$ cat src/rcs_pkg.sv
package rcs_pkg;
   localparam int unsigned ADDR_W = 4;
   localparam int unsigned DATA_W = 16;
   // register offsets
   localparam logic [3:0] RCS_CAUSE_OFS   = 4'h0;
   localparam logic [3:0] RCS_WDCTL_OFS   = 4'h1;
   localparam logic [3:0] RCS_IRQSTAT_OFS = 4'h2;
   localparam logic [3:0] RCS_IRQMASK_OFS = 4'h3;
   // reset-cause field positions
   localparam int unsigned POWERUP_BIT   = 0;
   localparam int unsigned SUPPLYDIP_BIT = 1;
   localparam int unsigned LIGHTHALT_BIT = 2;
   localparam int unsigned DEEPHALT_BIT  = 3;
   localparam int unsigned NUM_FLAGS     = 4;
   // watchdog control field positions
   localparam int unsigned WD_SOFT_BIT   = 0;
   localparam int unsigned WD_ACTIVE_BIT = 1;
   // reset values
   localparam logic [3:0] CAUSE_RST      = 4'h0;
   localparam logic [3:0] MASK_RST       = 4'h0;
   localparam logic [1:0] WD_CFG_UNPROG  = 2'h3;
endpackage : rcs_pkg

$ cat src/rcs_reg_if.sv
`timescale 1ns/1ps
interface rcs_reg_if;
   logic [3:0] wrMask;
   logic [3:0] wrVal;
   logic       wrEn;
   logic [3:0] events;
   logic [3:0] flags;
   modport owner (input wrMask, input wrVal, input wrEn, input events, output flags);
   modport user  (output wrMask, output wrVal, output wrEn, output events, input flags);
endinterface : rcs_reg_if

$ cat src/rcs_reset_cause.sv
// Added by the designer: the address map and the strobed register port.
`timescale 1ns/1ps
module rcs_reset_cause (
   input  wire logic        mclk,
   input  wire logic        nrst,
   input  wire logic [3:0]  addr,
   input  wire logic [15:0] wrData,
   input  wire logic        wrStb,
   input  wire logic        rdStb,
   output logic      [15:0] rdData,
   input  wire logic        deepHaltEvt,
   input  wire logic        lightHaltEvt,
   input  wire logic        supplyDipEvt,
   input  wire logic        powerUpEvt,
   input  wire logic [1:0]  watchdogConfigEnableField,
   output logic             watchdogEnable,
   output logic             irq
);
   rcs_reg_if regs ();

   logic [3:0]  events;
   logic        softEn_q;
   logic        softEn_d;
   logic        wdEn_q;
   logic        wdEn_d;
   logic [3:0]  istat_q;
   logic [3:0]  istat_d;
   logic [3:0]  imask_q;
   logic [3:0]  imask_d;
   logic        irq_q;
   logic        irq_d;
   logic [15:0] rdData_q;
   logic [15:0] rdData_d;

   function automatic logic hit(input logic [3:0] a, input logic [3:0] ofs);
      hit = (a == ofs);
   endfunction : hit

   always_comb begin
      events = 4'h0;
      events[rcs_pkg::DEEPHALT_BIT]  = deepHaltEvt;
      events[rcs_pkg::LIGHTHALT_BIT] = lightHaltEvt;
      events[rcs_pkg::SUPPLYDIP_BIT] = supplyDipEvt;
      events[rcs_pkg::POWERUP_BIT]   = powerUpEvt;
   end

   assign regs.events = events;
   assign regs.wrEn   = wrStb && hit(addr, rcs_pkg::RCS_CAUSE_OFS);
   assign regs.wrVal  = wrData[3:0];
   assign regs.wrMask = 4'hF;

   rcs_flag_store flagStore (
      .mclk (mclk),
      .nrst (nrst),
      .regs (regs)
   );

   always_comb begin
      softEn_d = softEn_q;
      if (wrStb && hit(addr, rcs_pkg::RCS_WDCTL_OFS)) begin
         softEn_d = wrData[rcs_pkg::WD_SOFT_BIT];
      end
      // unprogrammed config overrides the soft enable
      wdEn_d = (watchdogConfigEnableField == rcs_pkg::WD_CFG_UNPROG) | softEn_d;
   end

   always_comb begin
      istat_d = istat_q;
      if (rdStb && hit(addr, rcs_pkg::RCS_IRQSTAT_OFS)) begin
         istat_d = 4'h0;
      end
      istat_d = istat_d | events;
      imask_d = imask_q;
      if (wrStb && hit(addr, rcs_pkg::RCS_IRQMASK_OFS)) begin
         imask_d = wrData[3:0];
      end
      irq_d = |(istat_d & imask_d);
   end

   always_comb begin
      rdData_d = 16'h0000;
      if (rdStb) begin
         unique case (addr)
            rcs_pkg::RCS_CAUSE_OFS:   rdData_d = {12'h000, regs.flags};
            rcs_pkg::RCS_WDCTL_OFS:   rdData_d = {14'h0, wdEn_q, softEn_q};
            rcs_pkg::RCS_IRQSTAT_OFS: rdData_d = {12'h000, istat_q};
            rcs_pkg::RCS_IRQMASK_OFS: rdData_d = {12'h000, imask_q};
            default:                  rdData_d = 16'h0000;
         endcase
      end
   end

   always_ff @(posedge mclk or negedge nrst) begin
      if (!nrst) begin
         softEn_q <= 1'b0;
         wdEn_q   <= 1'b0;
         istat_q  <= 4'h0;
         imask_q  <= rcs_pkg::MASK_RST;
         irq_q    <= 1'b0;
         rdData_q <= 16'h0000;
      end else begin
         softEn_q <= softEn_d;
         wdEn_q   <= wdEn_d;
         istat_q  <= istat_d;
         imask_q  <= imask_d;
         irq_q    <= irq_d;
         rdData_q <= rdData_d;
      end
   end

   assign rdData         = rdData_q;
   assign watchdogEnable = wdEn_q;
   assign irq            = irq_q;
endmodule : rcs_reset_cause

$ cat src/rcs_flag_store.sv
`timescale 1ns/1ps
module rcs_flag_store (
   input  wire logic mclk,
   input  wire logic nrst,
   rcs_reg_if.owner  regs
);
   logic [3:0] flags_q;
   logic [3:0] flags_d;

   always_comb begin
      flags_d = flags_q;
      if (regs.wrEn) begin
         // only the enabled lanes take the written value
         flags_d = (flags_q & ~regs.wrMask) | (regs.wrVal & regs.wrMask);
      end
      // hardware events win over a software write in the same cycle
      flags_d = flags_d | regs.events;
   end

   always_ff @(posedge mclk or negedge nrst) begin
      if (!nrst) begin
         flags_q <= rcs_pkg::CAUSE_RST;
      end else begin
         flags_q <= flags_d;
      end
   end

   assign regs.flags = flags_q;
endmodule : rcs_flag_store

$ cat config.mk
export PLATFORM = sky130hd
export DESIGN_NAME = rcs_reset_cause
export DESIGN_NICKNAME = d
export VERILOG_FILES = /design/src/rcs_pkg.sv /design/src/rcs_reg_if.sv /design/src/rcs_reset_cause.sv /design/src/rcs_flag_store.sv
export SDC_FILE = /design/constraint.sdc
export NUM_CORES = 1
export LEC_CHECK = 0
export CELL_PAD_IN_SITES_DETAIL_PLACEMENT = 1
export CELL_PAD_IN_SITES_GLOBAL_PLACEMENT = 2
export CORE_ASPECT_RATIO = 1.25
export CORE_MARGIN = 3
export CORE_UTILIZATION = 38
export CTS_CLUSTER_SIZE = 14
export DETAILED_ROUTE_END_ITERATION = 8
export DONT_BUFFER_PORTS = 1
export GPL_ROUTABILITY_DRIVEN = 0
export PLACE_DENSITY = 0.89
export REMOVE_ABC_BUFFERS = 1
export SETUP_SLACK_MARGIN = 0.1
export SLEW_MARGIN = 20
export SYNTH_ARGS = -nofsm -noshare
export SYNTH_HDL_FRONTEND = slang
export SYNTH_HIERARCHICAL = 1
export SYNTH_SLANG_ARGS = --single-unit
$ cat constraint.sdc
create_clock -name mclk -period 3.1 [get_ports mclk]
set_input_delay 0 -clock mclk [delete_from_list [all_inputs] [get_ports mclk]]
set_output_delay 0 -clock mclk [all_outputs]
set_load 0.005 [all_outputs]
## Yosys cells after proc, flatten, opt, wreduce, memory -nomap -nowiden

Cells that the tools add are included.

- Equal/unequal tests: 4
- Muxes and demuxes: 6
- Bitwise gates (word level): 4
- Reductions and logical operators: 6

Operators by type and width:

| cell | count |
|---|---|
| 2-to-1 mux 4 bit | 4 |
| one-hot mux 4 bit (4 select lines) | 1 |
| == test 4 x 2 -> 1 bit, second input constant | 2 |
| bitwise OR 4 bit | 2 |
| AND 4 bit | 1 |
| == test 4 x 1 -> 1 bit, second input constant | 1 |
| logical AND 1 bit | 4 |
| logical NOT 4 bit | 1 |
| OR reduction 4 bit | 1 |
| == test 2 bit, second input constant | 1 |
| 2-to-1 mux 1 bit | 1 |
| bitwise OR 1 bit | 1 |

- Output and inout bits: 18
- Word-level logic and storage cells: 27
- Bits of input ports: 30
- Register bits after elaboration: 31

## Longest topological paths before layout

Gate-level depths: netlist of run 1.

- Depth after elaboration: 6
- Depth in mapped cells: 6

## Cells and area by module

Netlist of run 1, hierarchy kept.

Modules (own cells, without submodules):

| module | instances | area an instance (sq um) | cells each | sequential area each (sq um) |
|---|---|---|---|---|
| rcs_reset_cause | 1 | 850.8 | 79 | 375.4 |
| rcs_flag_store | 1 | 170.2 | 12 | 100.1 |

## Worst setup path after synthesis of run 1

No wires, ideal clock.

- Kind: input -> register
- Start: in addr[3]
- End: reg flagStore.flags_q[1], in the netlist flagStore/regs.flags[1]
- Path slack: 1,730 ps
- Stages on the path: 4
- Path buffers: 0
- Arrival time: 1,243 ps
- Cell sequence: nor3b_4 > nor3b_1 > a21boi_0 > a311o_1

- Longest elaborated chain between the ends: 4

Ends and longest elaborated chain:

| item | line | source |
|---|---|---|
| from (decl) | rcs_reset_cause.sv:6 | `input wire logic [3:0] addr,` |
| logical NOT 4 bit | rcs_reset_cause.sv:36 | `hit = (a == ofs);` |
| logical AND 1 bit | rcs_reset_cause.sv:48 | `assign regs.wrEn = wrStb && hit(addr, rcs_pkg::RCS_CAUSE_OFS);` |
| named net regs.wrEn | rcs_reg_if.sv:5 | `logic wrEn;` |
| 2-to-1 mux 4 bit | rcs_flag_store.sv:12 | `if (regs.wrEn) begin` |
| bitwise OR 4 bit | rcs_flag_store.sv:17 | `flags_d = flags_d \| regs.events;` |
| named net flagStore.flags_d[1] | rcs_flag_store.sv:8 | `logic [3:0] flags_d;` |
| to (signal assigned) | rcs_flag_store.sv:22 | `flags_q <= rcs_pkg::CAUSE_RST;` |
| to (signal assigned) | rcs_flag_store.sv:24 | `flags_q <= flags_d;` |
| to (decl) | rcs_flag_store.sv:7 | `logic [3:0] flags_q;` |

The timed path passes the listed nets, and every way through them passes these cells.

## Final worst setup path of run 1

- Start: in addr[1]
- End: reg wdEn_q, in the netlist watchdogEnable

- Longest elaborated chain between the ends: 4

Ends and longest elaborated chain:

| item | line | source |
|---|---|---|
| == test 4 x 1 -> 1 bit | rcs_reset_cause.sv:36 |  |
| logical AND 1 bit | rcs_reset_cause.sv:60 | `if (wrStb && hit(addr, rcs_pkg::RCS_WDCTL_OFS)) begin` |
| 2-to-1 mux 1 bit | rcs_reset_cause.sv:60 |  |
| named net softEn_d | rcs_reset_cause.sv:23 | `logic softEn_d;` |
| bitwise OR 1 bit | rcs_reset_cause.sv:64 | `wdEn_d = (watchdogConfigEnableField == rcs_pkg::WD_CFG_UNPROG) \| softEn_d;` |
| named net wdEn_d | rcs_reset_cause.sv:25 | `logic wdEn_d;` |
| to (signal assigned) | rcs_reset_cause.sv:103 | `wdEn_q <= wdEn_d;` |
| to (decl) | rcs_reset_cause.sv:24 | `logic wdEn_q;` |

The timed path passes the listed nets, and every way through them passes these cells.

==> flow_metrics.env, run 1 <==
export IMPL_period_share=0.7295
export IMPL_cp_max_fo=6
export IMPL_clkLatencyLatePin_ns=0.31
export IMPL_num_nets_final=150
export IMPL_wl_per_cell_um=16.04
export IMPL_end_kind="flip-flop"
export IMPL_holdPathEnd="istat_q[0]"
export IMPL_reg2reg_depth=3
export IMPL_die_y_um=63.95
export IMPL_async_reset_ff_frac=1.000
export IMPL_start_util=0.4080
export IMPL_coreArea_mm2=0.002502
export IMPL_finalSetupViolCount=0
export IMPL_drt_iter0_markers=16
export IMPL_clock_sinks=19
export IMPL_hold_path_class="in -> reg"
export IMPL_dieArea_mm2=0.003348
export IMPL_finalInstanceArea_mm2=0.001254
export IMPL_cp_data_required_time_ns=3.30
export IMPL_postCtsSetupBuffers=0
export IMPL_clockBufferDepth=2
export IMPL_syn_to_final_growth_pct=22.79
export IMPL_ys_flop_type="dfrtp_1"
export IMPL_grt_pass1_wl_um=3891
export IMPL_cts_tree="built"
export IMPL_comb_power_share=0.186
export IMPL_yosysWarnings=6
export IMPL_vias_per_cell=4.934
export IMPL_rsz0062_at_grt="no"
export IMPL_rows=20
export IMPL_slew_headroom=0.4123
export IMPL_syn_inst=91
export IMPL_hold_viol=0
export IMPL_drive_gt1_frac=0.1429
export IMPL_worstMarginPinSlew_ns=0.8786
export IMPL_grt_start_max_net_pins=20
export IMPL_max_freq_ghz=0.4422
export IMPL_fin_hold_ws_ns=0.0004972
export IMPL_rr_startpoint="softEn_q"
export IMPL_fin_setup_tns_ns=0
export IMPL_final_max_slew_violation_count=0
export IMPL_yosysTopAreaCell="dfrtp_1"
export IMPL_root_buffer="clkbuf_4"
export IMPL_yosysUniqueCellTypes=26
export IMPL_rrSetupSlack_ns=1.60
export IMPL_drt_pre_antenna_iters=4
export IMPL_routed_wl_um=2438
export IMPL_hp_start="addr[0]"
export IMPL_synth_top_area_frac=0.4657
export IMPL_grt_pass1_vias=833
export IMPL_synthTopCellsByArea="dfrtp_1 47%, buf_4 10%, a21boi_0 6.6%"
export IMPL_cts_buffers=3
export IMPL_p_sw_w=0.0001359
export IMPL_globalRouteOverflowTotal=0
export IMPL_sequentialPowerShare=0.558
export IMPL_yosysSeqAreaShare=0.4657
export IMPL_swShare=0.2670
export IMPL_die_w_um=52.36
export IMPL_synth_common_cells="19 x dfrtp_1, 14 x buf_4, 9 x a21boi_0"
export IMPL_drc_errors=0
export IMPL_synth_area_mm2=0.001021
export IMPL_syn_avg_cell_area_um2=11.22
export IMPL_htreeDepth=1
export IMPL_path_class="in -> reg"
export IMPL_n_antenna_cell=0
export IMPL_clk_pin_slew_ns=0.11
export IMPL_ant_nets=0
export IMPL_powerDensity_mw_per_mm2=405.9
export IMPL_r2r_end="watchdogEnable"
export IMPL_dpl_cell_area_mm2=0.001027
export IMPL_crit_arrival_ns=2.46
export IMPL_io_pin_count=48
export IMPL_worstHoldPathCells=4
export IMPL_synth_seq_cells=19
export IMPL_worstSetupStartpointType="primary input"
export IMPL_vias=750
export IMPL_grt_antenna_before_repair=0
export IMPL_fin_skew_ns=0.003764
export IMPL_hpwl_um=1609
export IMPL_grt_use_total=0.1629
export IMPL_leakage_nw=0.5423
export IMPL_utilization=0.5010
export IMPL_outcome="completed"
export IMPL_period_needed_ns=2.261
export IMPL_port_buffers=0
export IMPL_yosysMostFrequentCell="dfrtp_1"
export IMPL_peakVddDrop_mv=0.1860
export IMPL_maxCapViolCount=0
export IMPL_intPower_w=0.0003730
export IMPL_power_clock_fraction=0.256
export IMPL_synth_edf_count=0
[worst max path at each step]
stage / startpoint / end
detailed placement: addr[3] / flagStore/regs.flags[2]
global placement: addr[3] / flagStore/regs.flags[2]
floorplan: addr[3] / flagStore/regs.flags[1]
global route: addr[1] / watchdogEnable
CTS: addr[1] / watchdogEnable
finish: addr[1] / watchdogEnable
[timing repair]
action	in CTS	in global routing
hold buffers	20	0
endpoints found under the hold margin	38	0
gates resized for setup	0	0
[cells by family after synthesis]
group                  synth area share
buffers and inverters            0.1152
DFF                              0.4657
AOI/OAI and AO/OA                0.1618
and+or+nand+nor                  0.1618
other                          0.007356
muxes                           0.08823
[flip-flops by register name (all words and copies together) (netlist names)]
signal	flops
flagStore/regs.flags	4
imask_q	4
irq	1
istat_q	4
rdData	4
softEn_q	1
watchdogEnable	1
[power by group through the flow]
stage	sequential, W	clock, W	combinational, W
after floorplan	0.000285	0	0.0000519
after global placement	0.000289	0	0.0000601
after detailed placement	0.000289	0	0.0000623
after CTS	0.000285	0.000133	0.0000924
after global routing	0.000287	0.000140	0.000105
final	0.000284	0.000130	0.0000945
[through the flow]
step	cells	worst slack, ns	total power (W)
floorplan	94	1.730	0.0003370
global placement	128	1.604	0.0003489
detailed placement	128	1.600	0.0003516
CTS	152	0.9225	0.0005097
global route	152	0.7927	0.0005325
finish	152	0.8386	0.0005089
[layer usage]
metal	vias up	part of all wire	GRT usage
li1	346	-	-
met1	366	0.36	0.1607
met2	32	0.56	0.3059
met3	6	0.053	0.03730
met4	0	0.027	0.07348
met5	-	0	0
[cells in the final DEF, fill, tap and decap left out, types with 2 or more instances in the layout]
cell type,instances
and3_2,3
dlygate4sd3_1,20
a311o_1,4
or2_1,2
nor2_1,5
a21boi_0,9
mux4_2,2
dfrtp_1,19
conb_1,20
a21oi_1,3
and2_1,3
o22ai_1,3
inv_1,2
mux2i_1,3
or2_2,4
nand2_1,2
nor3b_1,2
clkbuf_4,3
[critical path, cell delays in order]
cell           delay [ns]
dlygate4sd3_1        0.59
nand3b_2             0.22
dlygate4sd3_1        0.61
mux2_4               0.32
a21o_1               0.16
dlygate4sd3_1        0.56
[layout make-up]
cell class              instances  area (um^2)
flip-flops and latches         19        475.5
well taps                      33        41.29
fillers                       302         1249
inverters                       2        7.507
clock buffers                   4        26.28
multi-input cells              73        495.5
repair buffers                 21        207.7
Note: power is estimated with default switching activity, not from simulation.
==> run 2: changes to the inputs <==
--- a/config.mk
+++ b/config.mk
@@ -9,12 +9,12 @@
 export CELL_PAD_IN_SITES_GLOBAL_PLACEMENT = 2
 export CORE_ASPECT_RATIO = 1.25
 export CORE_MARGIN = 3
-export CORE_UTILIZATION = 38
+export CORE_UTILIZATION = 36
 export CTS_CLUSTER_SIZE = 14
 export DETAILED_ROUTE_END_ITERATION = 8
 export DONT_BUFFER_PORTS = 1
 export GPL_ROUTABILITY_DRIVEN = 0
-export PLACE_DENSITY = 0.89
+export PLACE_DENSITY = 0.85
 export REMOVE_ABC_BUFFERS = 1
 export SETUP_SLACK_MARGIN = 0.1
 export SLEW_MARGIN = 20
==> constraint.sdc (replaced) <==
create_clock -name mclk -period 2.2 [get_ports mclk]
set_input_delay 0 -clock mclk [delete_from_list [all_inputs] [get_ports mclk]]
set_output_delay 0 -clock mclk [all_outputs]
set_load 0.005 [all_outputs]
==> run 2 against run 1 <==
  * Core utilization is 1.6 points lower
  * Hold slack improved by 0.014 ns
  * Final cell count did not move
  * Final area shrank 0.30%
  * Combinational power grew 35%
  * First-iteration DRC count shrank 31%
  * Via count grew 2.0%
  * Clock-buffer cell count decreased by 1
  * Die area is 5.0% higher
  * Clock power up 37%
  * Setup slack got worse by 0.70 ns
  * Largest cell class unchanged
  * Largest power group unchanged
  * Highest routed layer unchanged
==> flow_metrics.env, run 2 (synthesized netlist as in run 1, its figures left out) <==
export IMPL_grt_pass1_vias=915
export IMPL_maxCapViolCount=0
export IMPL_critPathBufInv=3
export IMPL_worstHoldPathCells=4
export IMPL_rows=20
export IMPL_cp_data_required_time_ns=2.40
export IMPL_fin_skew_ns=0.005610
export IMPL_r2r_end="watchdogEnable"
export IMPL_start_util=0.3961
export IMPL_period_share=0.9351
export IMPL_rsz0062_at_grt="no"
export IMPL_ant_nets=0
export IMPL_slew_headroom=0.4283
export IMPL_dpl_cell_area_mm2=0.001042
export IMPL_cts_buffers=3
export IMPL_seq_area_um2=475.5
export IMPL_root_buffer="clkbuf_4"
export IMPL_max_freq_ghz=0.4861
export IMPL_path_class="in -> reg"
export IMPL_io_pin_count=48
export IMPL_cp_max_fo=7
export IMPL_p_sw_w=0.0001873
export IMPL_grt_pass1_wl_um=4105
export IMPL_worstMarginPinSlew_ns=0.8547
export IMPL_n_antenna_cell=0
export IMPL_hold_viol=0
export IMPL_drt_iter0_markers=11
export IMPL_coreArea_mm2=0.002577
export IMPL_powerDensity_mw_per_mm2=566.7
export IMPL_mostFrequentLayoutCell="conb_1"
export IMPL_port_buffers=0
export IMPL_sequentialPowerShare=0.568
export IMPL_hpwl_um=1657
export IMPL_worst_path_most_repeated_cell="dlygate4sd3_1"
export IMPL_critical_path_depth=6
export IMPL_outcome="completed"
export IMPL_drt_pre_antenna_iters=2
export IMPL_dieArea_mm2=0.003515
export IMPL_clock_sinks=19
export IMPL_die_w_um=53.63
export IMPL_clkLatencyLatePin_ns=0.30
export IMPL_cts_hold_buf=18
export IMPL_worstSetupStartpointType="primary input"
export IMPL_path_cells="dlygate4sd3_1 -> nand3b_2 -> dlygate4sd3_1 -> mux2_4 -> a21o_1 -> dlygate4sd3_1"
export IMPL_syn_to_final_growth_pct=22.43
export IMPL_wl_per_cell_um=15.57
export IMPL_end_kind="flip-flop"
export IMPL_mostFrequentLayoutCells="20 x conb_1, 19 x dfrtp_1, 18 x dlygate4sd3_1, 9 x a21boi_0, 5 x nor2_1"
export IMPL_cpPeakStageDelay_ns=0.58
export IMPL_swShare=0.2644
export IMPL_comb_power_share=0.181
export IMPL_slowest_stage="dlygate4sd3_1"
export IMPL_grt_use_total=0.1644
export IMPL_fin_setup_tns_ns=0
export IMPL_clockBufferDepth=2
export IMPL_power_clock_fraction=0.251
export IMPL_crit_family="buffers and inverters"
export IMPL_die_y_um=65.54
export IMPL_holdPathEnd="rdData[3]"
export IMPL_nFillCells=302
export IMPL_hp_start="addr[1]"
export IMPL_htreeDepth=1
export IMPL_final_max_slew_violation_count=0
export IMPL_multi_input_comb_area_um2=495.5
export IMPL_drc_errors=0
export IMPL_cts_tree="built"
export IMPL_rrSetupSlack_ns=0.71
export IMPL_leakage_nw=0.5498
export IMPL_intPower_w=0.0005210
export IMPL_hold_path_class="in -> reg"
export IMPL_num_nets_final=150
export IMPL_finalSetupViolCount=0
export IMPL_clk_pin_slew_ns=0.11
export IMPL_routed_wl_um=2367
export IMPL_grt_antenna_before_repair=0
export IMPL_finalInstanceArea_mm2=0.001250
export IMPL_globalRouteOverflowTotal=0
export IMPL_vias_per_cell=5.033
export IMPL_cts_resized=0
export IMPL_crit_arrival_ns=2.26
export IMPL_grt_start_max_net_pins=20
export IMPL_drive_gt1_frac=0.1681
export IMPL_vias=765
export IMPL_postCtsSetupBuffers=0
export IMPL_reg2reg_depth=3
export IMPL_period_needed_ns=2.057
export IMPL_fin_hold_ws_ns=0.01470
export IMPL_rr_startpoint="softEn_q"
export IMPL_peakVddDrop_mv=0.3047
==> run 2: power by group through the flow <==
| stage | clock, W | combinational [W] | sequential, W |
|---|---|---|---|
| 2_1_floorplan | 0 | 0.0000731 | 0.000402 |
| 3_3_place_gp | 0 | 0.0000866 | 0.000407 |
| 3_5_place_dp | 0 | 0.0000896 | 0.000408 |
| 4_1_cts | 0.000188 | 0.000128 | 0.000402 |
| 5_1_grt | 0.000207 | 0.000146 | 0.000407 |
| 6_report | 0.000178 | 0.000128 | 0.000402 |
==> run 2: area by class of cell <==
cell class | instances | area share
Multi-Input combinational cell | 73 | 0.3964
Tap cell | 33 | 0.03303
Clock buffer | 3 | 0.01802
Sequential cell | 19 | 0.3804
Timing Repair Buffer | 21 | 0.1622
Inverter | 2 | 0.006006
Clock inverter | 1 | 0.004004
==> run 2: worst min-delay path, cell delays in order <==
cell and delay (ns):
mux2i_1 0.06, nor2_1 0.08, a21oi_1 0.05, nor2_1 0.09
==> run 2: worst max path at each step <==
stage | slack, ns | startpoint | end
final | 0.14 | addr[0] | watchdogEnable
after global routing | 0.11 | addr[0] | watchdogEnable
after CTS | 0.16 | addr[0] | watchdogEnable
after detailed placement | 0.71 | addr[3] | flagStore/regs.flags[2]
after global placement | 0.78 | addr[3] | flagStore/regs.flags[2]
after floorplan | 0.83 | addr[3] | flagStore/regs.flags[1]
==> run 2: through the flow <==
stage	worst slack (ns)	total power, W	cells	utilization
detailed placement	0.7127	0.0004978	130	0.4044
global route	0.1142	0.0007603	152	0.4850
CTS	0.1591	0.0007183	152	0.4850
finish	0.1429	0.0007083	152	0.4850
global placement	0.7760	0.0004935	130	0.4044
floorplan	0.8301	0.0004748	94	-
==> run 2: per-layer routing <==
metal  track usage  routed length (um)
met2        0.2868                1259
met4        0.1022                  81
met5             0                   0
met3       0.02494                 134
met1        0.1788                 890
==> run 3: changes to the inputs <==
--- a/config.mk
+++ b/config.mk
@@ -9,13 +9,14 @@
 export CELL_PAD_IN_SITES_GLOBAL_PLACEMENT = 2
 export CORE_ASPECT_RATIO = 1.25
 export CORE_MARGIN = 3
-export CORE_UTILIZATION = 36
+export CORE_UTILIZATION = 38
+export CTS_BUF_LIST = sky130_fd_sc_hd__clkbuf_4
 export CTS_CLUSTER_SIZE = 14
 export DETAILED_ROUTE_END_ITERATION = 8
 export DONT_BUFFER_PORTS = 1
 export GPL_ROUTABILITY_DRIVEN = 0
-export PLACE_DENSITY = 0.85
-export REMOVE_ABC_BUFFERS = 1
+export GPL_TIMING_DRIVEN = 0
+export PLACE_DENSITY = 0.89
 export SETUP_SLACK_MARGIN = 0.1
 export SLEW_MARGIN = 20
 export SYNTH_ARGS = -nofsm -noshare
==> run 3 against run 2 <==
  * Global-route usage up 0.37 points
  * Setup slack better by 0.16 ns
  * Clock skew up 0.0062 ns
  * Power up 3.5%
  * Via count down 0.78%
  * Critical path depth unchanged
  * Non-clock buffer count up 10
  * Hold slack better by 0.011 ns
  * Core utilization up 4.3 points
  * Wire length down 3.0%
==> flow_metrics.env, run 3 (synthesized netlist as in run 1, its figures left out) <==
export IMPL_rsz0062_at_grt="no"
export IMPL_maxCapViolCount=0
export IMPL_fin_skew_ns=0.01177
export IMPL_worstHoldPathCells=4
export IMPL_cts_tree="built"
export IMPL_period_needed_ns=1.901
export IMPL_max_freq_ghz=0.5260
export IMPL_reg2reg_depth=3
export IMPL_drt_iter0_markers=6
export IMPL_outcome="completed"
export IMPL_mostFrequentLayoutCells="20 x conb_1, 19 x dfrtp_1, 16 x dlygate4sd3_1, 14 x buf_4, 9 x a21boi_0"
export IMPL_worstMarginPinSlew_ns=1.061
export IMPL_wl_per_cell_um=14.17
export IMPL_crit_arrival_ns=2.11
export IMPL_drive_gt1_frac=0.2481
export IMPL_swShare=0.2700
export IMPL_grt_start_max_net_pins=20
export IMPL_slowest_stage="dlygate4sd3_1"
export IMPL_m1WireLength_um=921
export IMPL_worstSetupStartpointType="primary input"
export IMPL_cts_buffers=3
export IMPL_mostFrequentLayoutCell="conb_1"
export IMPL_rrSetupSlack_ns=0.74
export IMPL_coreArea_mm2=0.002502
export IMPL_root_buffer="clkbuf_4"
export IMPL_place_ws_ns=0.3035
export IMPL_multi_input_comb_area_um2=495.5
export IMPL_grt_pass1_vias=853
export IMPL_ant_nets=0
export IMPL_die_w_um=52.36
export IMPL_finalSetupViolCount=0
export IMPL_cts_resized=0
export IMPL_slew_headroom=0.2910
export IMPL_final_max_slew_violation_count=0
export IMPL_end_kind="flip-flop"
export IMPL_htreeDepth=1
export IMPL_cp_max_fo=9
export IMPL_dpl_cell_area_mm2=0.001130
export IMPL_p_sw_w=0.0001980
export IMPL_drt_pre_antenna_iters=3
export IMPL_io_pin_count=48
export IMPL_path_cells="nor3b_4 -> dlygate4sd3_1 -> nand3b_2 -> mux2_4 -> a21o_1 -> dlygate4sd3_1"
export IMPL_peakVddDrop_mv=0.2665
export IMPL_nFillCells=297
export IMPL_comb_power_share=0.202
export IMPL_start_util=0.4080
export IMPL_seq_area_um2=475.5
export IMPL_rows=20
export IMPL_path_class="in -> reg"
export IMPL_finalInstanceArea_mm2=0.001320
export IMPL_worst_path_most_repeated_cell="dlygate4sd3_1"
export IMPL_routed_wl_um=2295
export IMPL_cpPeakStageDelay_ns=0.65
export IMPL_grt_pass1_wl_um=4119
export IMPL_grt_antenna_before_repair=0
export IMPL_period_share=0.8641
export IMPL_vias_per_cell=4.685
export IMPL_wl_met2_um=1207
export IMPL_grt_use_total=0.1682
export IMPL_clk_pin_slew_ns=0.12
export IMPL_intPower_w=0.0005354
export IMPL_clockBufferDepth=2
export IMPL_globalRouteOverflowTotal=0
export IMPL_vias=759
export IMPL_routed_top_layer="met4"
export IMPL_clkLatencyLatePin_ns=0.31
export IMPL_fin_ws_ns=0.2989
export IMPL_hold_path_class="in -> reg"
export IMPL_dr_wl_met3_um=127
export IMPL_dieArea_mm2=0.003348
export IMPL_clock_sinks=19
export IMPL_drc_errors=0
export IMPL_sequentialPowerShare=0.546
export IMPL_port_buffers=0
export IMPL_hpwl_um=1642
export IMPL_powerDensity_mw_per_mm2=555.6
export IMPL_fin_setup_tns_ns=0
export IMPL_syn_to_final_growth_pct=29.29
export IMPL_die_y_um=63.95
export IMPL_cp_data_required_time_ns=2.41
export IMPL_hold_viol=0
export IMPL_power_clock_fraction=0.252
export IMPL_num_nets_final=160
export IMPL_leakage_nw=0.6033
export IMPL_n_antenna_cell=0
## run 3: changes by cell type in the layout (fill, tap and decap cells not counted), sizes merged
cell | previous run | this run
buf | 3 | 15
clkinvlp | 0 | 1
clkinv | 1 | 0
dlygate4sd3 | 18 | 16
## run 3: per-stage QoR
stage / cells / power (W) / util / hold slack (ns)
after global placement: 142 / 0.0005143 / 0.4515 / -0.2951
final: 162 / 0.0007334 / 0.5275 / 0.02603
after CTS: 162 / 0.0007461 / 0.5275 / 0.01079
after global routing: 162 / 0.0007895 / 0.5275 / 0.04973
after floorplan: 109 / 0.0004969 / - / -0.2956
after detailed placement: 142 / 0.0005185 / 0.4515 / -0.2951
## run 3: layout make-up
type,count,share of cell area
Sequential cell,19,0.3602
Inverter,2,0.005687
Timing Repair Buffer,16,0.1213
Clock inverter,1,0.005687
Buffer,15,0.08341
Tap cell,33,0.03128
Multi-Input combinational cell,73,0.3754
Clock buffer,3,0.01706
## run 3: final timing paths
path                                  from             end
worst max-delay path               addr[3]  watchdogEnable
worst min-delay path               addr[3]      istat_q[0]
worst max register to register    softEn_q  watchdogEnable
worst min register to register  istat_q[0]      istat_q[0]
max in group asynchronous             nrst      imask_q[3]
min in group asynchronous             nrst       rdData[0]
## run 3: power by group through the flow
stage	logic [W]	registers, W	clock network, W
2_1_floorplan	0.0000952	0.000402	0
3_3_place_gp	0.000108	0.000406	0
3_5_place_dp	0.000111	0.000407	0
4_1_cts	0.000147	0.000400	0.000199
5_1_grt	0.000167	0.000404	0.000218
6_report	0.000148	0.000401	0.000185
## run 3: metal layers
layer,vias up,GRT usage
li1,367,-
met2,24,0.2780
met4,0,0.08626
met5,-,0
met3,4,0.03263
met1,364,0.2012
## run 3: timing repair
action / 4_1_cts / 5_1_grt
setup buffers: 0 / 0
hold endpoints to repair: 38 / 0
hold buffers: 16 / 0
## run 3: critical path, delay by kind of cell
| family | cells | cell delay [ns] |
|---|---|---|
| buffers and inverters | 2 | 1.19 |
| and+or+nand+nor | 2 | 0.45 |
| muxes | 1 | 0.32 |
| AOI/OAI and AO/OA | 1 | 0.15 |
